===== src/hdl/bridge_err_pkg.sv =====
// Shared constants and types for the bridge error capture and acknowledge block
package bridge_err_pkg;

   ////////////////////////////////////////////////////////////////////////////////
   // Register byte addresses
   localparam logic [31:0] STATUS_ADDR  = 32'hFEFF0024;
   localparam logic [31:0] ERR_ADDR_ADDR = 32'hFEFF0028;
   localparam logic [31:0] ERR_ATTR_ADDR = 32'hFEFF002C;
   localparam logic [31:0] IACK_ADDR    = 32'hFEFF0030;

   // Reset values
   localparam logic [31:0] WORD_ZERO    = 32'h00000000;
   localparam logic [7:0]  STATUS_RESET = 8'h00;

   ////////////////////////////////////////////////////////////////////////////////
   // Status register bit positions
   localparam int BIT_TARGET_ABORT = 0;
   localparam int BIT_MASTER_ABORT = 1;
   localparam int BIT_SYSTEM_ERR   = 2;
   localparam int BIT_PCI_PARITY   = 3;
   localparam int BIT_PROC_PARITY  = 4;
   localparam int BIT_TIMEOUT      = 5;
   localparam int BIT_OVERFLOW     = 7;
   localparam int STATUS_W         = 8;
   localparam logic [7:0] STATUS_MASK  = 8'hBF;  // Bit 6 reserved, reads zero
   localparam logic [7:0] CAPTURE_SRC  = 8'h23;  // Timeout and both aborts
   localparam logic [7:0] PARITY_SRC   = 8'h1C;  // Attribute reads zero
   localparam logic [7:0] ERROR_SRC    = 8'h3F;

   ////////////////////////////////////////////////////////////////////////////////
   // Attribute field layouts
   localparam int ID_W       = 2;
   localparam int TT_W       = 5;
   localparam int SIZE_W     = 3;
   localparam int CMD_W      = 4;
   localparam int LANE_W     = 8;
   localparam int TO_TT_LSB  = 11;
   localparam int TO_SIZE_LSB = 8;
   localparam int TO_BURST   = 7;
   localparam int TO_ID_LSB  = 0;
   localparam int AB_WP      = 15;
   localparam int AB_ID_LSB  = 12;
   localparam int AB_CMD_LSB = 8;
   localparam int AB_LANE_LSB = 0;

   ////////////////////////////////////////////////////////////////////////////////
   // Bus codes and byte lanes
   localparam logic [2:0] HSIZE_BYTE = 3'h0;
   localparam logic [2:0] HSIZE_HALF = 3'h1;
   localparam logic [3:0] LANES_WORD = 4'hF;
   localparam logic [3:0] LANES_LOW  = 4'h3;
   localparam logic [3:0] LANES_HIGH = 4'hC;
   localparam logic [3:0] LANE_ONE   = 4'h1;
   localparam logic       HRESP_OKAY = 1'b0;

   typedef enum logic [0:0] {bus_idle, bus_iack} bus_state_t;

endpackage : bridge_err_pkg


===== src/hdl/capture_reg.sv =====
// Loadable capture register that holds its value between loads
module capture_reg #(
   parameter int              W     = 32,
   parameter logic [W-1:0]    RESET = '0
) (
   input  wire logic          hclk,
   input  wire logic          hresetn,
   input  wire logic          load,
   input  wire logic [W-1:0]  d,
   output logic      [W-1:0]  q
);

   logic [W-1:0] next_q;

   // Take new data on load, otherwise hold
   always_comb begin
      next_q = load ? d : q;
   end

   // Register stage
   always_ff @(posedge hclk or negedge hresetn) begin
      if (!hresetn) begin
         q <= RESET;
      end else begin
         q <= next_q;
      end
   end

endmodule : capture_reg


===== src/hdl/iack_engine.sv =====
// Runs one interrupt acknowledge request toward the PCI master and returns its vector
module iack_engine (
   input  wire logic        hclk,
   input  wire logic        hresetn,
   input  wire logic        start,
   input  wire logic [3:0]  lanes_in,
   input  wire logic        pci_iack_done,
   input  wire logic        pci_iack_abort,
   input  wire logic [31:0] pci_iack_vector,
   output logic             iack_req,
   output logic      [3:0]  iack_lanes,
   output logic             result_valid,
   output logic      [31:0] result_data
);

   logic        next_req;
   logic [3:0]  next_lanes;
   logic        next_valid;
   logic [31:0] next_data;
   logic        finish;

   // Request holds until the PCI side answers; answers with no request are ignored
   always_comb begin
      finish     = iack_req & (pci_iack_done | pci_iack_abort);
      next_req   = iack_req;
      next_lanes = iack_lanes;
      next_valid = 1'b0;
      next_data  = result_data;
      if (start && !iack_req) begin
         next_req   = 1'b1;
         next_lanes = lanes_in;
      end else if (finish) begin
         next_req   = 1'b0;
         next_valid = 1'b1;
         next_data  = pci_iack_done ? pci_iack_vector : bridge_err_pkg::WORD_ZERO;
      end
   end

   // Register stage
   always_ff @(posedge hclk or negedge hresetn) begin
      if (!hresetn) begin
         iack_req     <= 1'b0;
         iack_lanes   <= 4'h0;
         result_valid <= 1'b0;
         result_data  <= bridge_err_pkg::WORD_ZERO;
      end else begin
         iack_req     <= next_req;
         iack_lanes   <= next_lanes;
         result_valid <= next_valid;
         result_data  <= next_data;
      end
   end

endmodule : iack_engine


===== src/hdl/bridge_error_capture_iack.sv =====
// Error address and attribute capture plus interrupt acknowledge, on an AHB-Lite slave
//
// How it works
// - processor timeout flag setting loads the error address with the processor address.
// - master abort or target abort setting loads the error address with the PCI address.
// - parity and system errors leave the error address untouched.
// - any parity or system error flag set makes the attribute read as zero.
// - timeout or abort captures the originating processor master id.
// - the captured master id keeps the global control register's encoding.
// - timeout layout records whether the failing transfer was a burst.
// - timeout layout records the three-bit transfer size code.
// - timeout layout records the five-bit transfer type code.
// - abort layout sets the posted-write flag for errors during posted writes.
// - abort layout records the four-bit PCI command code.
// - abort layout records eight byte-lane selects, one meaning selected.
// - reading the acknowledge register starts exactly one PCI acknowledge; writes do nothing.
// - the read's byte lanes are passed to the PCI acknowledge cycle.
// - the vector from PCI is returned as the read data.
// - the timeout flag sets when the processor bus timer expires.
// - the master abort flag sets when the PCI master signals master abort.
// - the target abort flag sets when the PCI master receives target abort.
module bridge_error_capture_iack (
   input  wire logic        hclk,
   input  wire logic        hresetn,
   input  wire logic        hsel,
   input  wire logic [31:0] haddr,
   input  wire logic [1:0]  htrans,
   input  wire logic        hwrite,
   input  wire logic [2:0]  hsize,
   input  wire logic [31:0] hwdata,
   input  wire logic        hready,
   output logic             hreadyout,
   output logic      [31:0] hrdata,
   output logic             hresp,
   input  wire logic        proc_timer_expired,
   input  wire logic [31:0] proc_addr,
   input  wire logic [1:0]  proc_master_id,
   input  wire logic        proc_burst,
   input  wire logic [2:0]  proc_size_code,
   input  wire logic [4:0]  proc_type_code,
   input  wire logic        proc_parity_err,
   input  wire logic        pci_master_abort,
   input  wire logic        pci_target_abort,
   input  wire logic [31:0] pci_addr,
   input  wire logic [1:0]  pci_master_id,
   input  wire logic        pci_posted_write,
   input  wire logic [3:0]  pci_cmd,
   input  wire logic [7:0]  pci_lanes,
   input  wire logic        pci_perr_seen,
   input  wire logic        pci_serr_seen,
   input  wire logic        pci_iack_done,
   input  wire logic        pci_iack_abort,
   input  wire logic [31:0] pci_iack_vector,
   output logic             iack_req,
   output logic      [3:0]  iack_lanes
);

   ////////////////////////////////////////////////////////////////////////////////
   // Declarations
   bridge_err_pkg::bus_state_t state;
   bridge_err_pkg::bus_state_t next_state;
   logic        next_ready;
   logic [31:0] next_rdata;
   logic        wr_pend;
   logic        next_wr_pend;
   logic        accept;
   logic        iack_start;
   logic [3:0]  lane_pat;
   logic [31:0] read_mux;
   logic [31:0] word_addr;
   logic [7:0]  flags;
   logic [7:0]  next_flags;
   logic [7:0]  set_vec;
   logic [7:0]  clr_vec;
   logic        cap_held;
   logic        to_load;
   logic        ab_load;
   logic [31:0] addr_d;
   logic [31:0] attr_d;
   logic [31:0] to_word;
   logic [31:0] ab_word;
   logic [31:0] err_addr;
   logic [31:0] err_attr;
   logic [31:0] attr_view;
   logic        iack_valid;
   logic [31:0] iack_data;

   ////////////////////////////////////////////////////////////////////////////////
   // Status flags: hardware set wins over a same-cycle write-one clear
   always_comb begin
      set_vec = 8'h00;
      set_vec[bridge_err_pkg::BIT_TIMEOUT]      = proc_timer_expired;
      set_vec[bridge_err_pkg::BIT_MASTER_ABORT] = pci_master_abort;
      set_vec[bridge_err_pkg::BIT_TARGET_ABORT] = pci_target_abort;
      set_vec[bridge_err_pkg::BIT_PROC_PARITY]  = proc_parity_err;
      set_vec[bridge_err_pkg::BIT_PCI_PARITY]   = pci_perr_seen;
      set_vec[bridge_err_pkg::BIT_SYSTEM_ERR]   = pci_serr_seen;
      set_vec[bridge_err_pkg::BIT_OVERFLOW]     =
         (|set_vec) & (|(flags & bridge_err_pkg::ERROR_SRC));
      clr_vec    = wr_pend ? (hwdata[7:0] & bridge_err_pkg::STATUS_MASK) : 8'h00;
      next_flags = ((flags & ~clr_vec) | set_vec) & bridge_err_pkg::STATUS_MASK;
   end

   // Register stage
   always_ff @(posedge hclk or negedge hresetn) begin
      if (!hresetn) begin
         flags <= bridge_err_pkg::STATUS_RESET;
      end else begin
         flags <= next_flags;
      end
   end

   ////////////////////////////////////////////////////////////////////////////////
   // Capture selection: a held capture blocks later loads until its flag clears
   always_comb begin
      cap_held = |(flags & ~clr_vec & bridge_err_pkg::CAPTURE_SRC);
      to_load  = proc_timer_expired & ~cap_held;
      ab_load  = (pci_master_abort | pci_target_abort)
                 & ~proc_timer_expired & ~cap_held;
      to_word  = bridge_err_pkg::WORD_ZERO;
      to_word[bridge_err_pkg::TO_TT_LSB +: bridge_err_pkg::TT_W]     = proc_type_code;
      to_word[bridge_err_pkg::TO_SIZE_LSB +: bridge_err_pkg::SIZE_W] = proc_size_code;
      to_word[bridge_err_pkg::TO_BURST]                              = proc_burst;
      to_word[bridge_err_pkg::TO_ID_LSB +: bridge_err_pkg::ID_W]     = proc_master_id;
      ab_word  = bridge_err_pkg::WORD_ZERO;
      ab_word[bridge_err_pkg::AB_WP]                                 = pci_posted_write;
      ab_word[bridge_err_pkg::AB_ID_LSB +: bridge_err_pkg::ID_W]     = pci_master_id;
      ab_word[bridge_err_pkg::AB_CMD_LSB +: bridge_err_pkg::CMD_W]   = pci_cmd;
      ab_word[bridge_err_pkg::AB_LANE_LSB +: bridge_err_pkg::LANE_W] = pci_lanes;
      addr_d   = to_load ? proc_addr : pci_addr;
      attr_d   = to_load ? to_word : ab_word;
   end

   // Address and attribute captures
   capture_reg #(
      .W     (32),
      .RESET (bridge_err_pkg::WORD_ZERO)
   ) u_addr_cap (
      .hclk    (hclk),
      .hresetn (hresetn),
      .load    (to_load | ab_load),
      .d       (addr_d),
      .q       (err_addr)
   );

   capture_reg #(
      .W     (32),
      .RESET (bridge_err_pkg::WORD_ZERO)
   ) u_attr_cap (
      .hclk    (hclk),
      .hresetn (hresetn),
      .load    (to_load | ab_load),
      .d       (attr_d),
      .q       (err_attr)
   );

   ////////////////////////////////////////////////////////////////////////////////
   // Read view and lane pattern of the current address phase
   always_comb begin
      // Sub-word accesses decode by their word, so any byte of a register hits it
      word_addr = {haddr[31:2], 2'h0};
      attr_view = (|(flags & bridge_err_pkg::PARITY_SRC)) ?
                  bridge_err_pkg::WORD_ZERO : err_attr;
      unique case (word_addr)
         bridge_err_pkg::STATUS_ADDR:   read_mux = {24'h000000, flags};
         bridge_err_pkg::ERR_ADDR_ADDR: read_mux = err_addr;
         bridge_err_pkg::ERR_ATTR_ADDR: read_mux = attr_view;
         default:                       read_mux = bridge_err_pkg::WORD_ZERO;
      endcase
      if (hsize == bridge_err_pkg::HSIZE_BYTE) begin
         lane_pat = bridge_err_pkg::LANE_ONE << haddr[1:0];
      end else if (hsize == bridge_err_pkg::HSIZE_HALF) begin
         lane_pat = haddr[1] ? bridge_err_pkg::LANES_HIGH : bridge_err_pkg::LANES_LOW;
      end else begin
         lane_pat = bridge_err_pkg::LANES_WORD;
      end
   end

   ////////////////////////////////////////////////////////////////////////////////
   // Bus slave: zero-wait for plain registers, stalled for the acknowledge read
   always_comb begin
      accept       = hsel & htrans[1] & hready;
      next_state   = state;
      next_ready   = hreadyout;
      next_rdata   = hrdata;
      next_wr_pend = 1'b0;
      iack_start   = 1'b0;
      unique case (state)
         bridge_err_pkg::bus_idle: begin
            if (accept) begin
               if (hwrite) begin
                  // Only status takes writes; the acknowledge register ignores them
                  next_wr_pend = (word_addr == bridge_err_pkg::STATUS_ADDR);
                  next_rdata   = bridge_err_pkg::WORD_ZERO;
               end else if (word_addr == bridge_err_pkg::IACK_ADDR) begin
                  iack_start   = 1'b1;
                  next_ready   = 1'b0;
                  next_state   = bridge_err_pkg::bus_iack;
               end else begin
                  next_rdata   = read_mux;
               end
            end
         end
         bridge_err_pkg::bus_iack: begin
            if (iack_valid) begin
               next_rdata = iack_data;
               next_ready = 1'b1;
               next_state = bridge_err_pkg::bus_idle;
            end
         end
      endcase
   end

   // Register stage
   always_ff @(posedge hclk or negedge hresetn) begin
      if (!hresetn) begin
         state     <= bridge_err_pkg::bus_idle;
         hreadyout <= 1'b1;
         hrdata    <= bridge_err_pkg::WORD_ZERO;
         hresp     <= bridge_err_pkg::HRESP_OKAY;
         wr_pend   <= 1'b0;
      end else begin
         state     <= next_state;
         hreadyout <= next_ready;
         hrdata    <= next_rdata;
         hresp     <= bridge_err_pkg::HRESP_OKAY;
         wr_pend   <= next_wr_pend;
      end
   end

   // Acknowledge cycle toward the PCI master
   iack_engine u_iack (
      .hclk            (hclk),
      .hresetn         (hresetn),
      .start           (iack_start),
      .lanes_in        (lane_pat),
      .pci_iack_done   (pci_iack_done),
      .pci_iack_abort  (pci_iack_abort),
      .pci_iack_vector (pci_iack_vector),
      .iack_req        (iack_req),
      .iack_lanes      (iack_lanes),
      .result_valid    (iack_valid),
      .result_data     (iack_data)
   );
endmodule : bridge_error_capture_iack


===== config.mk =====
export PLATFORM = sky130hd
export DESIGN_NAME = bridge_error_capture_iack
export DESIGN_NICKNAME = d
export VERILOG_FILES = /design/src/hdl/bridge_err_pkg.sv /design/src/hdl/capture_reg.sv /design/src/hdl/iack_engine.sv /design/src/hdl/bridge_error_capture_iack.sv
export SDC_FILE = /design/constraint.sdc
export NUM_CORES = 1
export LEC_CHECK = 0
export BUFFER_PORTS_ARGS = -buffer_cell sky130_fd_sc_hd__buf_2
export CAP_MARGIN = 20
export CELL_PAD_IN_SITES_DETAIL_PLACEMENT = 1
export CELL_PAD_IN_SITES_GLOBAL_PLACEMENT = 2
export CORE_AREA = 4 4 172 141
export CTS_CLUSTER_SIZE = 12
export DETAILED_ROUTE_END_ITERATION = 7
export DIE_AREA = 0 0 176 145
export PLACE_DENSITY = 0.8
export SYNTH_ARGS = -nofsm -noshare
export SYNTH_HDL_FRONTEND = slang
export SYNTH_SLANG_ARGS = --single-unit

===== constraint.sdc =====
create_clock -name hclk -period 2 [get_ports hclk]
set_clock_uncertainty 0.15 [all_clocks]
set_input_delay 0.3 -clock hclk [delete_from_list [all_inputs] [get_ports hclk]]
set_output_delay 0.3 -clock hclk [all_outputs]
set_load 0.005 [all_outputs]

==> metrics.cfg <==
[run_status]
outcome = complete, no violations

[setup_path]
timing.critical_path.arrival_ns = 2.09
crit_path_start_kind = primary input
critPathMaxFanout = 24
worst_setup_path_end_kind = flip-flop
setup.worst_path.class = in2reg
required_ns = 2.13

[yosys]
synth_sequential_area_ratio = 0.579
syn-mean-instance-area_um2 = 10.4
syn_area_um2 = 5530
post_synth_num_cell_types = 42
synth-edff-count = 0
ys_seq_elements = 128
synthFlopType = sky130_fd_sc_hd__dfrtp_1
synth_cells = 530
async_reset_ff_frac = 1.00
yosysWarningCount = 0
syn-num-nets = 734

[finish]
nNetsFinal = 1004
share_of_final_layout_standard_cells_stronger_than_drive_strength_1 = 0.373
flow.area_growth_from_synthesis_pct = 51.3
layout.cells.non_filler = 1121
fillCellCount = 2590

[global_routing]
wire_length_of_the_first_global_routing_pass_um = 33000
grt_antenna_before_repair = 2
number_of_global_route_vias_before_repair = 5803
grt.total_usage = 0.165
final_global_route_overflow_total = 0
grt_max_degree = 49

[clocking]
number_of_sinks_driven_by_the_clock_tree = 128
tritoncts = done
cts.clk_slew.worst_paths_ns = 0.06
worstSkewPairLatency_ns = 0.42
h_tree_levels = 4
clock_root_buffer = sky130_fd_sc_hd__clkbuf_16
cts.path.max_buffers = 2
cts_inserted_buffers = 17

[placement]
routabilityCongestion = 0.732
port-buffer-count = 215
dp_hpwl_um = 14900
dpl.cell_count = 1034

[routing]
route.detailed.wl_per_inst_um = 18.6
viasPerCell = 4.75
num_vias = 5324
route.detailed.drc = 0
postRouteWirelength_um = 20900
detail-route-antenna-nets = 0
detailedRoute.firstIterationViolations = 254
dr.pass1.iters = 5

[floorplan]
die_w_um = 176
dieArea_um2 = 25500
floorplan.core_area_um2 = 22300
design.portCount = 243
initial_core_util = 0.248
die_h_um = 145
rows = 49

[pwr]
power_per_cell_area_nw_per_um2 = 783
cellLeakagePower_nw = 4.02
ir_drop_v = 0.000429

[timing]
setup_viol = 0
final.period_utilization = 0.980
worst_pin_slew_ns = 0.822
slew-limit-headroom = 0.452
fmaxAchievable_ghz = 0.510
finalHoldViolations = 0
report.final.slew_viol_count = 0
setup_total_negative_slack_ns = 0
post-route-min-period_ns = 1.96

[flow_run]
maxCapViolations = 0

[hold_path]
hold_class = in2reg

[where the power goes]
part	switching (W)	leakage, nW	internal, W	total [W]
Clock	0.00125	0.298	0.00202	0.00327
Combinational	0.000254	2.07	0.000283	0.000537
Sequential	0.0000634	1.65	0.00269	0.00276
Total	0.00157	4.02	0.00499	0.00656
[cell usage in the layout, fill, tap and decap left out, drive strengths merged, types with 18 or more instances in the layout]
| cell type | synthesis | final |
|---|---|---|
| dfrtp | 127 | 127 |
| clkbuf | 38 | 18 |
| o21ai | 54 | 54 |
| nor2 | 36 | 36 |
| nand2 | 60 | 60 |
| o22ai | 42 | 42 |
| a22o | 43 | 43 |
| buf | 7 | 248 |
| a21oi | 32 | 32 |
| dlygate4sd3 | 0 | 48 |
[repair_timing]
action                                  CTS  global route
endpoints found under the hold margin    83             0
gates resized for setup                   1             5
buffers inserted                          0             5
endpoints found under the setup margin    2            24
pin swaps                                 1             3
hold buffers                             48             0
[metrics by stage]
stage               hold slack, ns  instance area (um^2)  setup WS (ns)  power [W]  utilization
floorplan                   -0.146                  5560         -0.144    0.00294            -
global placement            0.0957                  7210         -0.330    0.00326        0.323
detailed placement          0.0903                  7210         -0.386    0.00328        0.323
CTS                        0.00278                  8310        0.00986    0.00668        0.373
global route              0.000793                  8370       -0.00208    0.00688        0.375
finish                      0.0256                  8370         0.0395    0.00656        0.375
[area by class of cell]
type	count	area (um^2)	share of cell area
Multi-Input combinational cell	352	2210	0.264
Timing Repair Buffer	296	1940	0.231
Inverter	5	18.8	0.00224
Tap cell	306	383	0.0457
Sequential cell	128	3210	0.383
Clock inverter	14	180	0.0215
Antenna cell	2	5.00	0.000598
Clock buffer	18	439	0.0524
[cell families after synthesis]
group / share of synthesized area
simple gates: 0.104
buf+inv: 0.0384
other cells: 0.000678
flops: 0.579
mux: 0.00995
compound gates: 0.268
[state kept, by name (all words and copies together) (netlist names)]
name and count:
flags 7, hrdata 32, hreadyout 1, state 1, u_addr_cap.q 32, u_attr_cap.q 16
u_iack.iack_lanes 4, u_iack.iack_req 1, u_iack.result_data 32, u_iack.result_valid 1, wr_pend 1
[worst max-delay path: stages]
cell,delay (ns)
sky130_fd_sc_hd__dlygate4sd3_1,0.54
sky130_fd_sc_hd__buf_2,0.14
sky130_fd_sc_hd__or3_1,0.48
sky130_fd_sc_hd__nand2_2,0.19
sky130_fd_sc_hd__buf_4,0.28
sky130_fd_sc_hd__o21ai_0,0.15
[synth_stat cells, drive strengths merged (2+ instances only)]
cell type	count	area [um^2]
nor2b	2	12.5
or4	2	15.0
a22o	43	377
a222oi	7	70.1
a211oi	2	15.0
nor4	7	65.1
dfrtp	127	3180
a21o	4	30.0
nand3	3	15.0
or2	3	18.8
buf	7	51.3
a2bb2oi	7	61.3
nor2	36	138
nor3	2	10.0
a21boi	3	22.5
mux2	4	45.0
o21ai	54	270
nand2	60	225
a21oi	32	160
a32oi	16	140
inv	5	18.8
and3	2	12.5
a22oi	9	67.6
or3	2	12.5
o22ai	42	263
nand4	3	18.8
clkbuf	38	143
[per-layer routing]
| metal | share of wire | global-route usage | up-vias |
|---|---|---|---|
| met5 | 0 | 0 | - |
| met4 | 0.0057 | 0.0359 | 0 |
| met3 | 0.053 | 0.0455 | 11 |
| met2 | 0.49 | 0.274 | 157 |
| met1 | 0.46 | 0.217 | 2614 |
| li1 | - | - | 2542 |
[path summary, 6_finish.rpt]
kind,startpoint,cells past startpoint,slack (ns),endpoint
max in group asynchronous,hresetn,3,0.85,hreadyout
worst max register to register,flags[3],7,0.10,hrdata[11]
worst max-delay path,proc_timer_expired,6,0.04,u_addr_cap.q[26]
worst min-delay path,pci_addr[9],3,0.03,u_addr_cap.q[9]
min in group asynchronous,hresetn,2,0.20,u_addr_cap.q[23]
worst min register to register,u_addr_cap.q[13],2,0.33,u_addr_cap.q[13]
Note: power is estimated with default switching activity, not from simulation.
